--- src/verilog/iap_wbuf_defines.svh ---
// Purpose: named constants for the flash write buffer block
// Assumes: 8-bit special-register access, 12-bit flash word address
// Notes: register selects are local codes, two sectors
`ifndef IAP_WBUF_DEFINES_SVH
`define IAP_WBUF_DEFINES_SVH

// ==========================================================
// register selects: sector 0 holds address/data, sector 1 control
`define SEC_DATA 1'h0
`define SEC_CTRL 1'h1
`define REG_ADDR_LOW 4'h0
`define REG_ADDR_HIGH 4'h1
`define REG_W1_LOW 4'h2
`define REG_W1_HIGH 4'h3
`define REG_W2_LOW 4'h4
`define REG_W2_HIGH 4'h5
`define REG_W3_LOW 4'h6
`define REG_W3_HIGH 4'h7
`define REG_W4_LOW 4'h8
`define REG_W4_HIGH 4'h9
`define REG_MODE_CTRL 4'h0
`define REG_RESET_PAT 4'h1
`define REG_TIME_CLR 4'h2

// ==========================================================
// field positions
`define BIT_EW_EN 7
`define BIT_WSTART 2
`define BIT_CLR 0
`define BIT_PTS 1
`define PAGE_WORDS 32
`define PAGE_LAST 5'h1F
`define ADDR_HI_MASK 8'h0F
`define RESET_BYTE 8'h00
`define RESET_WORD 16'h0000
`define RESET_ADDR 12'h000
`define BUF_DEPTH 2

`endif

--- src/verilog/iap_wbuf_pkg.sv ---
// Purpose: shared types for the flash write buffer block
// Assumes: defines header compiled alongside
// Notes: holds types only
package iap_wbuf_pkg;
    // one word headed for the page buffer
    typedef struct packed {
        logic [4:0] slot;
        logic [15:0] data;
    } load_word_t;

    // register port request
    typedef struct packed {
        logic wr;
        logic sector;
        logic [3:0] sel;
        logic [7:0] wdata;
    } reg_req_t;
endpackage

--- src/verilog/iap_skid_buf.sv ---
// Purpose: two-entry valid/ready buffer in the load path
// Assumes: single clock, synchronous reset
// Notes: full when both entries hold data
`timescale 1ns/1ps
`include "iap_wbuf_defines.svh"
module iap_skid_buf (
    // clock and reset
    input wire logic clk,
    input wire logic srst,
    // fill side
    input wire logic in_valid,
    output logic in_ready,
    input iap_wbuf_pkg::load_word_t in_word,
    // drain side
    output logic out_valid,
    input wire logic out_ready,
    output iap_wbuf_pkg::load_word_t out_word,
    // flush discards pending words
    input wire logic flush
);
    import iap_wbuf_pkg::*;

    // ==========================================================
    // storage
    load_word_t mem_ff [`BUF_DEPTH];
    logic rd_ptr_ff;
    logic wr_ptr_ff;
    logic [1:0] count_ff;
    logic push;
    logic pop;

    assign in_ready = (count_ff != 2'(`BUF_DEPTH));
    assign out_valid = (count_ff != 2'h0);
    assign out_word = mem_ff[rd_ptr_ff];
    assign push = in_valid && in_ready;
    assign pop = out_valid && out_ready;

    // pointer and occupancy tracking
    always_ff @(posedge clk) begin
        if (srst || flush) begin
            rd_ptr_ff <= 1'b0;
            wr_ptr_ff <= 1'b0;
            count_ff <= 2'h0;
        end else begin
            if (push) begin
                wr_ptr_ff <= ~wr_ptr_ff;
            end
            if (pop) begin
                rd_ptr_ff <= ~rd_ptr_ff;
            end
            count_ff <= count_ff + 2'(push) - 2'(pop);
        end
    end

    // entry write, no reset needed on data
    always_ff @(posedge clk) begin
        if (push) begin
            mem_ff[wr_ptr_ff] <= in_word;
        end
    end
endmodule

--- src/verilog/iap_flash_write_buffer.sv ---
// Purpose: register file and 32-word page buffer for in-application flash programming
// Assumes: register access is one byte per cycle; flash engine reports write done
// Notes: unlock and program timing live in the flash engine outside this block
//
// How it works
// [RL1] buffer accepts words only while erase/write is enabled
// [RL2] buffer-clear bit runs a clear sweep, then hardware drops the bit
// [RL3] software should clear the buffer before first use or refresh
// [RL4] buffer holds 32 words; page chosen by address bits 11..5
// [RL5] high-byte write of word one loads low and high as one word
// [RL6] low-byte write of word one only updates that register
// [RL7] each buffer load increments address and writes it back
// [RL8] in-page address saturates at 11111b
// [RL9] each completed flash write clears the whole buffer
// [RL10] on bad verify software clears and reloads the buffer
// [RL11] two address registers and four 16-bit data pairs
// [RL12] address and data registers sit in sector 0
// [RL13] three control registers sit in sector 1
// [RL14] 12-bit address; high register bits 7..4 read zero
// [RL15] each pair: low holds bits 7..0, high bits 15..8
// [RL16] enable flag set on unlock; software clear disables; writing one ignored
// [RL17] write-start flag launches programming; cleared when write completes
// [RL18] high-byte writes while disabled change neither buffer nor address
`timescale 1ns/1ps
`include "iap_wbuf_defines.svh"
module iap_flash_write_buffer (
    // clock and reset
    input wire logic CLK_SYS,
    input wire logic SRST,
    // special-register port
    input iap_wbuf_pkg::reg_req_t REG_REQ,
    output logic [7:0] REG_RDATA,
    // flash engine handshake
    input wire logic UNLOCK_OK,
    input wire logic WRITE_DONE,
    output logic WRITE_START,
    output logic CLEAR_BUSY,
    output logic [6:0] PAGE_SEL,
    output logic [2:0] MODE_SEL,
    output logic TIME_SEL,
    output logic CHIP_RESET_REQ,
    // buffer read-out by the flash engine
    input wire logic [4:0] BUF_RD_SLOT,
    output logic [15:0] BUF_RD_DATA,
    output logic LOAD_STALL
);
    import iap_wbuf_pkg::*;

    // ==========================================================
    // state and registers
    typedef enum logic [1:0] {
        CLR_IDLE = 2'b01,
        CLR_SWEEP = 2'b10
    } clr_state_t;

    clr_state_t clr_state_ff;
    clr_state_t nxt_clr_state;
    logic [4:0] clr_idx_ff;
    logic [15:0] page_ff [`PAGE_WORDS];
    logic [11:0] addr_ff;
    logic [7:0] dlow_ff [4];
    logic [7:0] dhigh_ff [4];
    logic ew_en_ff;
    logic [2:0] mode_ff;
    logic lock_trig_ff;
    logic wstart_ff;
    logic rdenable_ff;
    logic rdgo_ff;
    logic [7:0] reset_pat_ff;
    logic pts_ff;
    logic clr_req_ff;
    logic [7:0] rdata_ff;
    logic [15:0] buf_rd_ff;
    logic stall_ff;
    logic chip_reset_ff;

    // decode helper used for both sectors
    function automatic logic hit(input reg_req_t r, input logic sec, input logic [3:0] sel);
        hit = r.wr && (r.sector == sec) && (r.sel == sel);
    endfunction

    // next address within the page, saturating at the last slot
    function automatic logic [11:0] next_addr(input logic [11:0] a);
        if (a[4:0] == `PAGE_LAST) begin
            next_addr = a; // [RL8]
        end else begin
            next_addr = a + 12'h001; // [RL7]
        end
    endfunction

    logic load_fire;
    logic q_valid;
    logic q_ready;
    logic in_ready;
    load_word_t q_word;
    load_word_t in_word;
    logic clearing;
    logic wdone;

    assign wdone = WRITE_DONE && wstart_ff;
    assign clearing = (clr_state_ff == CLR_SWEEP);
    // a load only counts when enabled and the buffer path can take it
    assign load_fire = hit(REG_REQ, `SEC_DATA, `REG_W1_HIGH) && ew_en_ff && in_ready; // [RL1] [RL18]
    assign in_word.slot = addr_ff[4:0]; // [RL4]
    assign in_word.data = {REG_REQ.wdata, dlow_ff[0]}; // [RL5] [RL15]
    // drain waits out a clear sweep so queued words land after it, not under it
    assign q_ready = !clearing;

    // ==========================================================
    // two-entry buffer between register writes and the page store
    iap_skid_buf u_skid (
        .clk(CLK_SYS),
        .srst(SRST),
        .in_valid(load_fire),
        .in_ready(in_ready),
        .in_word(in_word),
        .out_valid(q_valid),
        .out_ready(q_ready),
        .out_word(q_word),
        .flush(clr_req_ff && !clearing)
    );

    // ==========================================================
    // clear sequencer
    always_comb begin
        nxt_clr_state = clr_state_ff;
        case (clr_state_ff)
            CLR_IDLE: begin
                if (clr_req_ff || wdone) begin
                    nxt_clr_state = CLR_SWEEP; // [RL2] [RL9]
                end
            end
            CLR_SWEEP: begin
                if (clr_idx_ff == `PAGE_LAST) begin
                    nxt_clr_state = CLR_IDLE;
                end
            end
            default: nxt_clr_state = CLR_IDLE;
        endcase
    end

    // sequencer state and sweep index
    always_ff @(posedge CLK_SYS) begin
        if (SRST) begin
            clr_state_ff <= CLR_IDLE;
            clr_idx_ff <= 5'h00;
        end else begin
            clr_state_ff <= nxt_clr_state;
            clr_idx_ff <= clearing ? clr_idx_ff + 5'h01 : 5'h00;
        end
    end

    // page store: one word per cycle swept, or one drained load
    always_ff @(posedge CLK_SYS) begin
        if (clearing) begin
            page_ff[clr_idx_ff] <= `RESET_WORD; // [RL2] [RL9]
        end else if (q_valid) begin
            page_ff[q_word.slot] <= q_word.data; // [RL4] [RL5]
        end
    end

    // ==========================================================
    // address registers in sector 0
    always_ff @(posedge CLK_SYS) begin
        if (SRST) begin
            addr_ff <= `RESET_ADDR;
        end else if (load_fire) begin
            addr_ff <= next_addr(addr_ff); // [RL7] [RL8]
        end else if (hit(REG_REQ, `SEC_DATA, `REG_ADDR_LOW)) begin
            addr_ff[7:0] <= REG_REQ.wdata; // [RL12] [RL14]
        end else if (hit(REG_REQ, `SEC_DATA, `REG_ADDR_HIGH)) begin
            addr_ff[11:8] <= REG_REQ.wdata[3:0]; // [RL14]
        end
    end

    // data pairs; a low write stores only there
    always_ff @(posedge CLK_SYS) begin
        if (SRST) begin
            for (int i = 0; i < 4; i++) begin
                dlow_ff[i] <= `RESET_BYTE;
                dhigh_ff[i] <= `RESET_BYTE;
            end
        end else begin
            for (int i = 0; i < 4; i++) begin
                if (hit(REG_REQ, `SEC_DATA, 4'(`REG_W1_LOW + 2 * i))) begin
                    dlow_ff[i] <= REG_REQ.wdata; // [RL6] [RL11] [RL15]
                end
                if (hit(REG_REQ, `SEC_DATA, 4'(`REG_W1_HIGH + 2 * i))) begin
                    dhigh_ff[i] <= REG_REQ.wdata; // [RL11] [RL15]
                end
            end
        end
    end

    // ==========================================================
    // control registers in sector 1
    always_ff @(posedge CLK_SYS) begin
        if (SRST) begin
            ew_en_ff <= 1'b0;
        end else if (UNLOCK_OK) begin
            ew_en_ff <= 1'b1; // [RL16] set wins over a same-cycle clear
        end else if (hit(REG_REQ, `SEC_CTRL, `REG_MODE_CTRL) && !REG_REQ.wdata[`BIT_EW_EN]) begin
            ew_en_ff <= 1'b0; // [RL16] [RL13]
        end
    end

    // write-start flag, hardware clear on completion
    always_ff @(posedge CLK_SYS) begin
        if (SRST) begin
            wstart_ff <= 1'b0;
        end else if (hit(REG_REQ, `SEC_CTRL, `REG_MODE_CTRL)) begin
            wstart_ff <= REG_REQ.wdata[`BIT_WSTART] && ew_en_ff; // [RL17]
        end else if (wdone) begin
            wstart_ff <= 1'b0; // [RL17]
        end
    end

    // remaining mode bits are plain storage for the engine
    always_ff @(posedge CLK_SYS) begin
        if (SRST) begin
            mode_ff <= 3'h0;
            lock_trig_ff <= 1'b0;
            rdenable_ff <= 1'b0;
            rdgo_ff <= 1'b0;
            reset_pat_ff <= `RESET_BYTE;
            pts_ff <= 1'b0;
        end else begin
            if (hit(REG_REQ, `SEC_CTRL, `REG_MODE_CTRL)) begin
                mode_ff <= REG_REQ.wdata[6:4];
                lock_trig_ff <= REG_REQ.wdata[3];
                rdenable_ff <= REG_REQ.wdata[1];
                rdgo_ff <= REG_REQ.wdata[0];
            end
            if (hit(REG_REQ, `SEC_CTRL, `REG_RESET_PAT)) begin
                reset_pat_ff <= REG_REQ.wdata;
            end
            if (hit(REG_REQ, `SEC_CTRL, `REG_TIME_CLR)) begin
                pts_ff <= REG_REQ.wdata[`BIT_PTS];
            end
        end
    end

    // clear trigger: set by software, dropped when the sweep ends
    always_ff @(posedge CLK_SYS) begin
        if (SRST) begin
            clr_req_ff <= 1'b0;
        end else if (hit(REG_REQ, `SEC_CTRL, `REG_TIME_CLR) && REG_REQ.wdata[`BIT_CLR]) begin
            clr_req_ff <= 1'b1; // [RL2]
        end else if (clearing && nxt_clr_state == CLR_IDLE) begin
            clr_req_ff <= 1'b0; // [RL2]
        end
    end

    // ==========================================================
    // read mux, registered one cycle after the select
    always_ff @(posedge CLK_SYS) begin
        if (SRST) begin
            rdata_ff <= `RESET_BYTE;
        end else if (REG_REQ.sector == `SEC_CTRL) begin
            case (REG_REQ.sel)
                `REG_MODE_CTRL: rdata_ff <= {ew_en_ff, mode_ff, lock_trig_ff, wstart_ff, rdenable_ff, rdgo_ff};
                `REG_RESET_PAT: rdata_ff <= reset_pat_ff;
                `REG_TIME_CLR: rdata_ff <= {6'h00, pts_ff, clr_req_ff};
                default: rdata_ff <= `RESET_BYTE;
            endcase
        end else begin
            case (REG_REQ.sel)
                `REG_ADDR_LOW: rdata_ff <= addr_ff[7:0];
                `REG_ADDR_HIGH: rdata_ff <= {4'h0, addr_ff[11:8]} & `ADDR_HI_MASK; // [RL14]
                `REG_W1_LOW: rdata_ff <= dlow_ff[0];
                `REG_W1_HIGH: rdata_ff <= dhigh_ff[0];
                `REG_W2_LOW: rdata_ff <= dlow_ff[1];
                `REG_W2_HIGH: rdata_ff <= dhigh_ff[1];
                `REG_W3_LOW: rdata_ff <= dlow_ff[2];
                `REG_W3_HIGH: rdata_ff <= dhigh_ff[2];
                `REG_W4_LOW: rdata_ff <= dlow_ff[3];
                `REG_W4_HIGH: rdata_ff <= dhigh_ff[3];
                default: rdata_ff <= `RESET_BYTE;
            endcase
        end
    end

    // engine-facing outputs, all from flip-flops
    always_ff @(posedge CLK_SYS) begin
        if (SRST) begin
            buf_rd_ff <= `RESET_WORD;
            stall_ff <= 1'b0;
            chip_reset_ff <= 1'b0;
        end else begin
            buf_rd_ff <= page_ff[BUF_RD_SLOT];
            stall_ff <= !in_ready;
            chip_reset_ff <= 1'b0; // pattern decode belongs to the reset block
        end
    end

    assign REG_RDATA = rdata_ff;
    assign WRITE_START = wstart_ff;
    assign CLEAR_BUSY = clr_req_ff;
    assign PAGE_SEL = addr_ff[11:5]; // [RL4]
    assign MODE_SEL = mode_ff;
    assign TIME_SEL = pts_ff;
    assign CHIP_RESET_REQ = chip_reset_ff;
    assign BUF_RD_DATA = buf_rd_ff;
    assign LOAD_STALL = stall_ff;
endmodule

--- config.mk ---
export PLATFORM = sky130hd
export DESIGN_NAME = iap_flash_write_buffer
export DESIGN_NICKNAME = d
export VERILOG_FILES = /design/src/verilog/iap_wbuf_pkg.sv /design/src/verilog/iap_skid_buf.sv /design/src/verilog/iap_flash_write_buffer.sv
export VERILOG_INCLUDE_DIRS = /design/src /design/src/verilog
export SDC_FILE = /design/constraint.sdc
export NUM_CORES = 1
export LEC_CHECK = 0
export BUFFER_PORTS_ARGS = -buffer_cell sky130_fd_sc_hd__buf_2
export CAP_MARGIN = 0
export CORE_MARGIN = 2
export CORE_UTILIZATION = 28
export DETAILED_ROUTE_END_ITERATION = 8
export PLACE_DENSITY = 0.44
export SYNTH_ARGS = -nofsm -noshare
export SYNTH_HDL_FRONTEND = slang
export SYNTH_HIERARCHICAL = 1
export SYNTH_SLANG_ARGS = --single-unit
--- constraint.sdc ---
create_clock -name CLK_SYS -period 3.35 [get_ports CLK_SYS]
set_input_delay 0.1675 -clock CLK_SYS [delete_from_list [all_inputs] [get_ports CLK_SYS]]
set_output_delay 0.1675 -clock CLK_SYS [all_outputs]
set_load 0.005 [all_outputs]
======== Word level (Yosys, flattened, before mapping) ========
Memories as Yosys holds them, arrays and structs flattened. A register that Yosys moved wholly into a read port is not among the register bits.
Cells that the tools add are included.
operators by class
  $add $sub $neg .......................... 4
  multiplexer cells ....................... 63
  bitwise gates (word level) .............. 12
  eq/ne operators ......................... 17
  reduce and logical (&&, ||, !) cells .... 41
operators by type and width
  kind                   count
  $mux 8                 10
  $pmux 8 s10            1
  $mux 1                 42
  $logic_and 1x1->1      25
  $mux 12                2
  $pmux 8 s3             1
  $eq 4x3->1 const B     4
  $mux 16                1
  $reduce_or 16->1       1
  $add 12x1->12 const B  1
  $reduce_bool 2->1      6
  $eq 5x5->1 const B     2
  $eq 4x2->1 const B     2
  $eq 4x4->1 const B     2
  $mux 4                 2
  $or 1x1->1             8
  $add 5x1->5 const B    1
  $mux 5                 1
  $eq 2x1->1 const B     2
  $eq 4x1->1 const B     1
  $logic_not 4->1        1
  $mux 2                 2
  $ne 2x2->1 const B     2
  $not 1->1              4
  other kinds (10)       13
storage, ports and cells
  word-level logic and storage cells ...... 159
  memories ................................ 4
  memory bits (writable) .................. 618
  bits in registers ....................... 50
  output and inout bits ................... 39
  input port bits ......................... 23
memories
  memory         depth  width  rd ports  clocked after Yosys merged registers in  write ports  RTL line                      RTL
  page_ff        32     16     1         1                                        1            iap_flash_write_buffer.sv:59  logic [15:0] page_ff [`PAGE_WORDS];
  u_skid.mem_ff  2      21     1         1                                        1            iap_skid_buf.sv:25            load_word_t mem_ff [`BUF_DEPTH];
  dhigh_ff       4      8      4         0                                        4            iap_flash_write_buffer.sv:62  logic [7:0] dhigh_ff [4];
  dlow_ff        4      8      4         0                                        4            iap_flash_write_buffer.sv:61  logic [7:0] dlow_ff [4];

======== Logic depth before layout (Yosys ltp) ========
  word-level depth ........................ 8
  mapped depth ............................ 11
  depth with buffers taken out ............ 10

======== Modules after synthesis ========
The synthesis kept the hierarchy.
by module, submodules not included
  module                  sequential area each (µm²)  cells an instance  times used  area an instance (µm²)
  iap_flash_write_buffer  18537.8                     1435               1           25449.4
  iap_skid_buf            1361.3                      96                 1           1775.5

======== Worst setup path before layout ========
OpenSTA, ideal clock, no wires.
  path type ............................... register -> register
  start ................................... register with a tool-made name
  end ..................................... memory page_ff[7][0], enable pin
  period minus slack after synthesis ...... 2887 ps
  data arrival time ....................... 2499 ps
  data required time ...................... 2961 ps
  slack ................................... 463 ps
  cell stages (with the launch flop) ...... 7
  setup time .............................. 389 ps
  cells stage by stage .................... dfxtp_1 > buf_2 > mux2_1 > or4b_2 > o31ai_1 > nand2_1 > nor2_1
RTL lines
  item              RTL line
  end: declaration  iap_flash_write_buffer.sv:59

======== Worst setup path after layout ========
  start ................................... register clr_state_ff[0]
  end ..................................... memory page_ff[12][2], enable pin
between the ends
  word-level cells in the longest chain between the ends .. 5
RTL lines
  item                                        RTL line                       RTL
  start: declaration                          iap_flash_write_buffer.sv:56   clr_state_t clr_state_ff;
  start signal: assignment                    iap_flash_write_buffer.sv:148  clr_state_ff <= nxt_clr_state;
  $eq 2x2->1 *                                iap_flash_write_buffer.sv:101  assign clearing = (clr_state_ff == CLR_SWEEP);
  $mux 1                                      iap_flash_write_buffer.sv:155  if (clearing) begin
  $mux 1 (implied by the code)                iap_flash_write_buffer.sv:158  page_ff[q_word.slot] <= q_word.data;
  $reduce_or 16->1 (no line)                  n/a
  $mux 5 (no line) or $mux 1 (tied branches)  n/a
Mark *: on every way between the ends. The rest lies on a longest branch, timed or not.

==> impl_metrics.tcl <==
set metrics [dict create \
    run_status "complete, no violations" \
    top_usage_layer "met2" \
    n_antenna_cell 0 \
    syn_inst 1531 \
    cts_sinks 685 \
    pre_cts_slack_ps 530 \
    core_area_um2 96600 \
    clk_root_buffer_cell "clkbuf_16" \
    drv_cap 0 \
    top_level_ports 62 \
    drtIter0Drc 1083 \
    r2r-start "clr_state_ff[0]" \
    relSlewSlack_pct 27.3 \
    reg2reg_depth 6 \
    finClkSkew_ps 29.4 \
    wl_um 72300 \
    crit_type "reg2reg" \
    synth_flop_cell "edfxtp_1" \
    die_w_um 316 \
    regToRegSetupSlack_ps 510 \
    peakVddDrop_v 0.000383 \
    grt_pass1_vias 15100 \
    hold_class "in2reg" \
    hold_depth 3 \
    clk_latency_ps 620 \
    drc_errors 0 \
    path_max_fanout 16 \
    tightest_slew_ps 1090 \
    final.period_utilization_pct 84.8 \
    p_leak_nw 10.4 \
    seq_area_frac_synth_pct 73.1 \
    die_y_um 316 \
    yosys-top-cells-area "edfxtp_1 (68%), mux4_2 (11%), dfxtp_1 (4.9%)" \
    grt_pass1_wl_um 106000 \
    viasPerCell 4.85 \
    slew_violations 0 \
    yosysTopAreaCell "edfxtp_1" \
    setup_tns_ps 0 \
    cts_tree "built" \
    drt_first_pass_iters 6 \
    whs_endpoint "MODE_SEL[0]" \
    p_seq_share_pct 48.7 \
    syn_to_final_growth_pct 17.8 \
    netSwitchingPower_mw 5.50 \
    synthTopCellsByCount "edfxtp_1 (618), mux4_2 (131), nor2_1 (76)" \
    io_buffers 60 \
    num_rows 114 \
    met2_usage_pct 23.0 \
    combPwrFrac_pct 12.4 \
    worstReg2RegEnd "page_ff[12][2]" \
    power_frac_clock_pct 39.0 \
    ys_seq_elements 685 \
    start_util_pct 28.2 \
    yosys_warnings 6 \
    syn_area_per_cell_um2 17.8 \
    min_from "REG_REQ[4]" \
    synth_top_area_share_pct 68.2 \
    die_area_um2 99700 \
    finalHoldViolCount 0 \
    clock.fmax_ghz 0.352 \
    numCtsBuffers 76 \
    cts_max_level 3 \
    dp_hpwl_um 45300 \
    cts_buffer_depth 3 \
    synthArstFlopShare_pct 0 \
    synth_edf_count 618 \
    rsz0062_at_grt "false" \
    finalNetCount 1705 \
    clkSlewWorstSetupHoldPaths_ps 60 \
    gp_congestion 0.828 \
    routedWlPerCell_um 24.0 \
    grt.total_usage_pct 14.6 \
    grt_overflow 0 \
    use_met3_pct 2.09 \
    post-route-min-period_ps 2840 \
    switching_share_pct 25.6 \
    ys_types 74 \
    p_per_area_nw_per_um2 672 \
    synth_nets 1561 \
    critPathArrivalTime_ps 3070 \
    netlist_area_um2 27200 \
    grt_max_degree 45 \
    met1_usage_pct 21.1 \
    worstSetupEndpointType "flop" \
    antenna_found_initial 1 \
    intPower_mw 16.0 \
    cts_resized 0 \
    via_count 14600 \
    crit_required_ps 3580 \
    yosysMostFrequentCell "edfxtp_1" \
    drive_gt1_share_pct 25.0 \
    fin_ws_ps 510 \
    setup_viol 0 \
    ant_nets 0 \
    start_kind "flop" \
]
cell type report:
class	count	area (um^2)
fillers	9210	64500
flip-flops and latches	685	19900
multi-input cells	735	6880
clock buffers	99	2030
well taps	1276	1600
repair buffers	161	1140
clock inverters	40	465
inverters	16	60.1
cell families (layout without fill, tap and decap cells):
group	count (synthesis)	in the layout	share of synthesized area, %
AOI/OAI and AO/OA	195	195	5.02
xor gates and xnor gates	3	3	0.0965
adders and majority gates	7	7	0.322
buffers and inverters	111	316	1.88
DFF	685	685	73.1
muxes	176	176	12.6
other	1	1	0.0138
and+or+nand+nor	353	353	6.94
registers in the layout (all words and copies together) (netlist names), named ones only:
name,count
u_skid/mem_ff,42
rdgo_ff,1
u_skid/rd_ptr_ff,1
REG_RDATA,8
u_skid/count_ff,2
addr_ff,12
TIME_SEL,1
dhigh_ff,32
u_skid/wr_ptr_ff,1
ew_en_ff,1
clr_idx_ff,5
reset_pat_ff,8
LOAD_STALL,1
clr_state_ff,2
CLEAR_BUSY,1
page_ff,512
MODE_SEL,3
lock_trig_ff,1
WRITE_START,1
BUF_RD_DATA,16
dlow_ff,32
rdenable_ff,1
cells in the final DEF (no fill, tap or decap), types with 8 or more instances in the layout:
cell           synthesis  routed
bufinv_16              0       8
clkinv_1               1      12
dfxtp_1               67      67
o31a_1                 9       9
mux2_2                16      16
o32ai_1                8       8
nand2b_1               8       8
nor3_1                14      14
clkbuf_1              51      20
and3_1                11      11
nand2_1               66      66
nand3b_1              10      10
dlygate4sd3_1          0       8
mux2i_1               11      11
o221ai_1              17      17
edfxtp_1             618     618
nor2_2                 0      19
nor2b_1               11      11
nor2_1                76      57
a31oi_1               13      13
nand3_1               28      28
buf_4                 12      89
and2_1                74      74
a21oi_1               33      33
o22ai_1               18      18
mux2_1                18      18
clkinv_2               0      14
inv_1                 15      15
nor4_1                20      20
o21ai_0               33      33
o22a_1                15      15
buf_2                 27      58
clkbuf_16              0      77
mux4_2               131     131
per-layer routing:
layer / up-vias / share of wire, %
li1: 6455 / -
met1: 7651 / 47
met2: 389 / 46
met3: 113 / 4.2
met4: 0 / 2.4
met5: - / 0
through the flow:
stage / instances / hold slack (ps) / area (um^2) / util [%] / power [mW]
floorplan: 1531 / 266 / 27200 / - / 12.0
global placement: 2865 / 407 / 29500 / 30.5 / 13.3
detailed placement: 2865 / 411 / 29500 / 30.5 / 13.4
CTS: 3012 / 1.50 / 32100 / 33.2 / 21.8
global route: 3012 / 18.3 / 32100 / 33.2 / 22.3
finish: 3012 / 19.8 / 32100 / 33.2 / 21.5
how the worst max path moves through the flow:
stage	startpoint	endpoint	slack, ps	cells past startpoint
3_3_place_gp	clr_state_ff[0]	page_ff[12][13]	570	6
4_1_cts	clr_state_ff[0]	page_ff[12][2]	520	6
5_1_grt	clr_state_ff[0]	page_ff[12][13]	350	6
3_5_place_dp	clr_state_ff[0]	page_ff[12][13]	530	6
2_1_floorplan	flop	page_ff[7][0]	460	6
6_report	clr_state_ff[0]	page_ff[12][2]	510	6
worst max-delay path: stages (launching register included):
cell	delay, ps
dfxtp_1	400
inv_1	60
ha_1	260
nor2b_1	440
mux2_2	300
nand2_1	170
nor2_2	830
power by group through the flow:
stage	Sequential, mW	Combinational [mW]	Clock [mW]
floorplan	10.6	1.36	0
finish	10.5	2.66	8.39
detailed placement	10.7	2.72	0
CTS	10.5	2.73	8.58
global route	10.5	2.91	8.91
global placement	10.6	2.66	0
repair_timing:
item / CTS / global route
hold endpoints to repair: 21 / 0
hold buffers: 8 / 0
buffers inserted: 0 / 0
No activity file was read; power rests on OpenSTA's default activity.
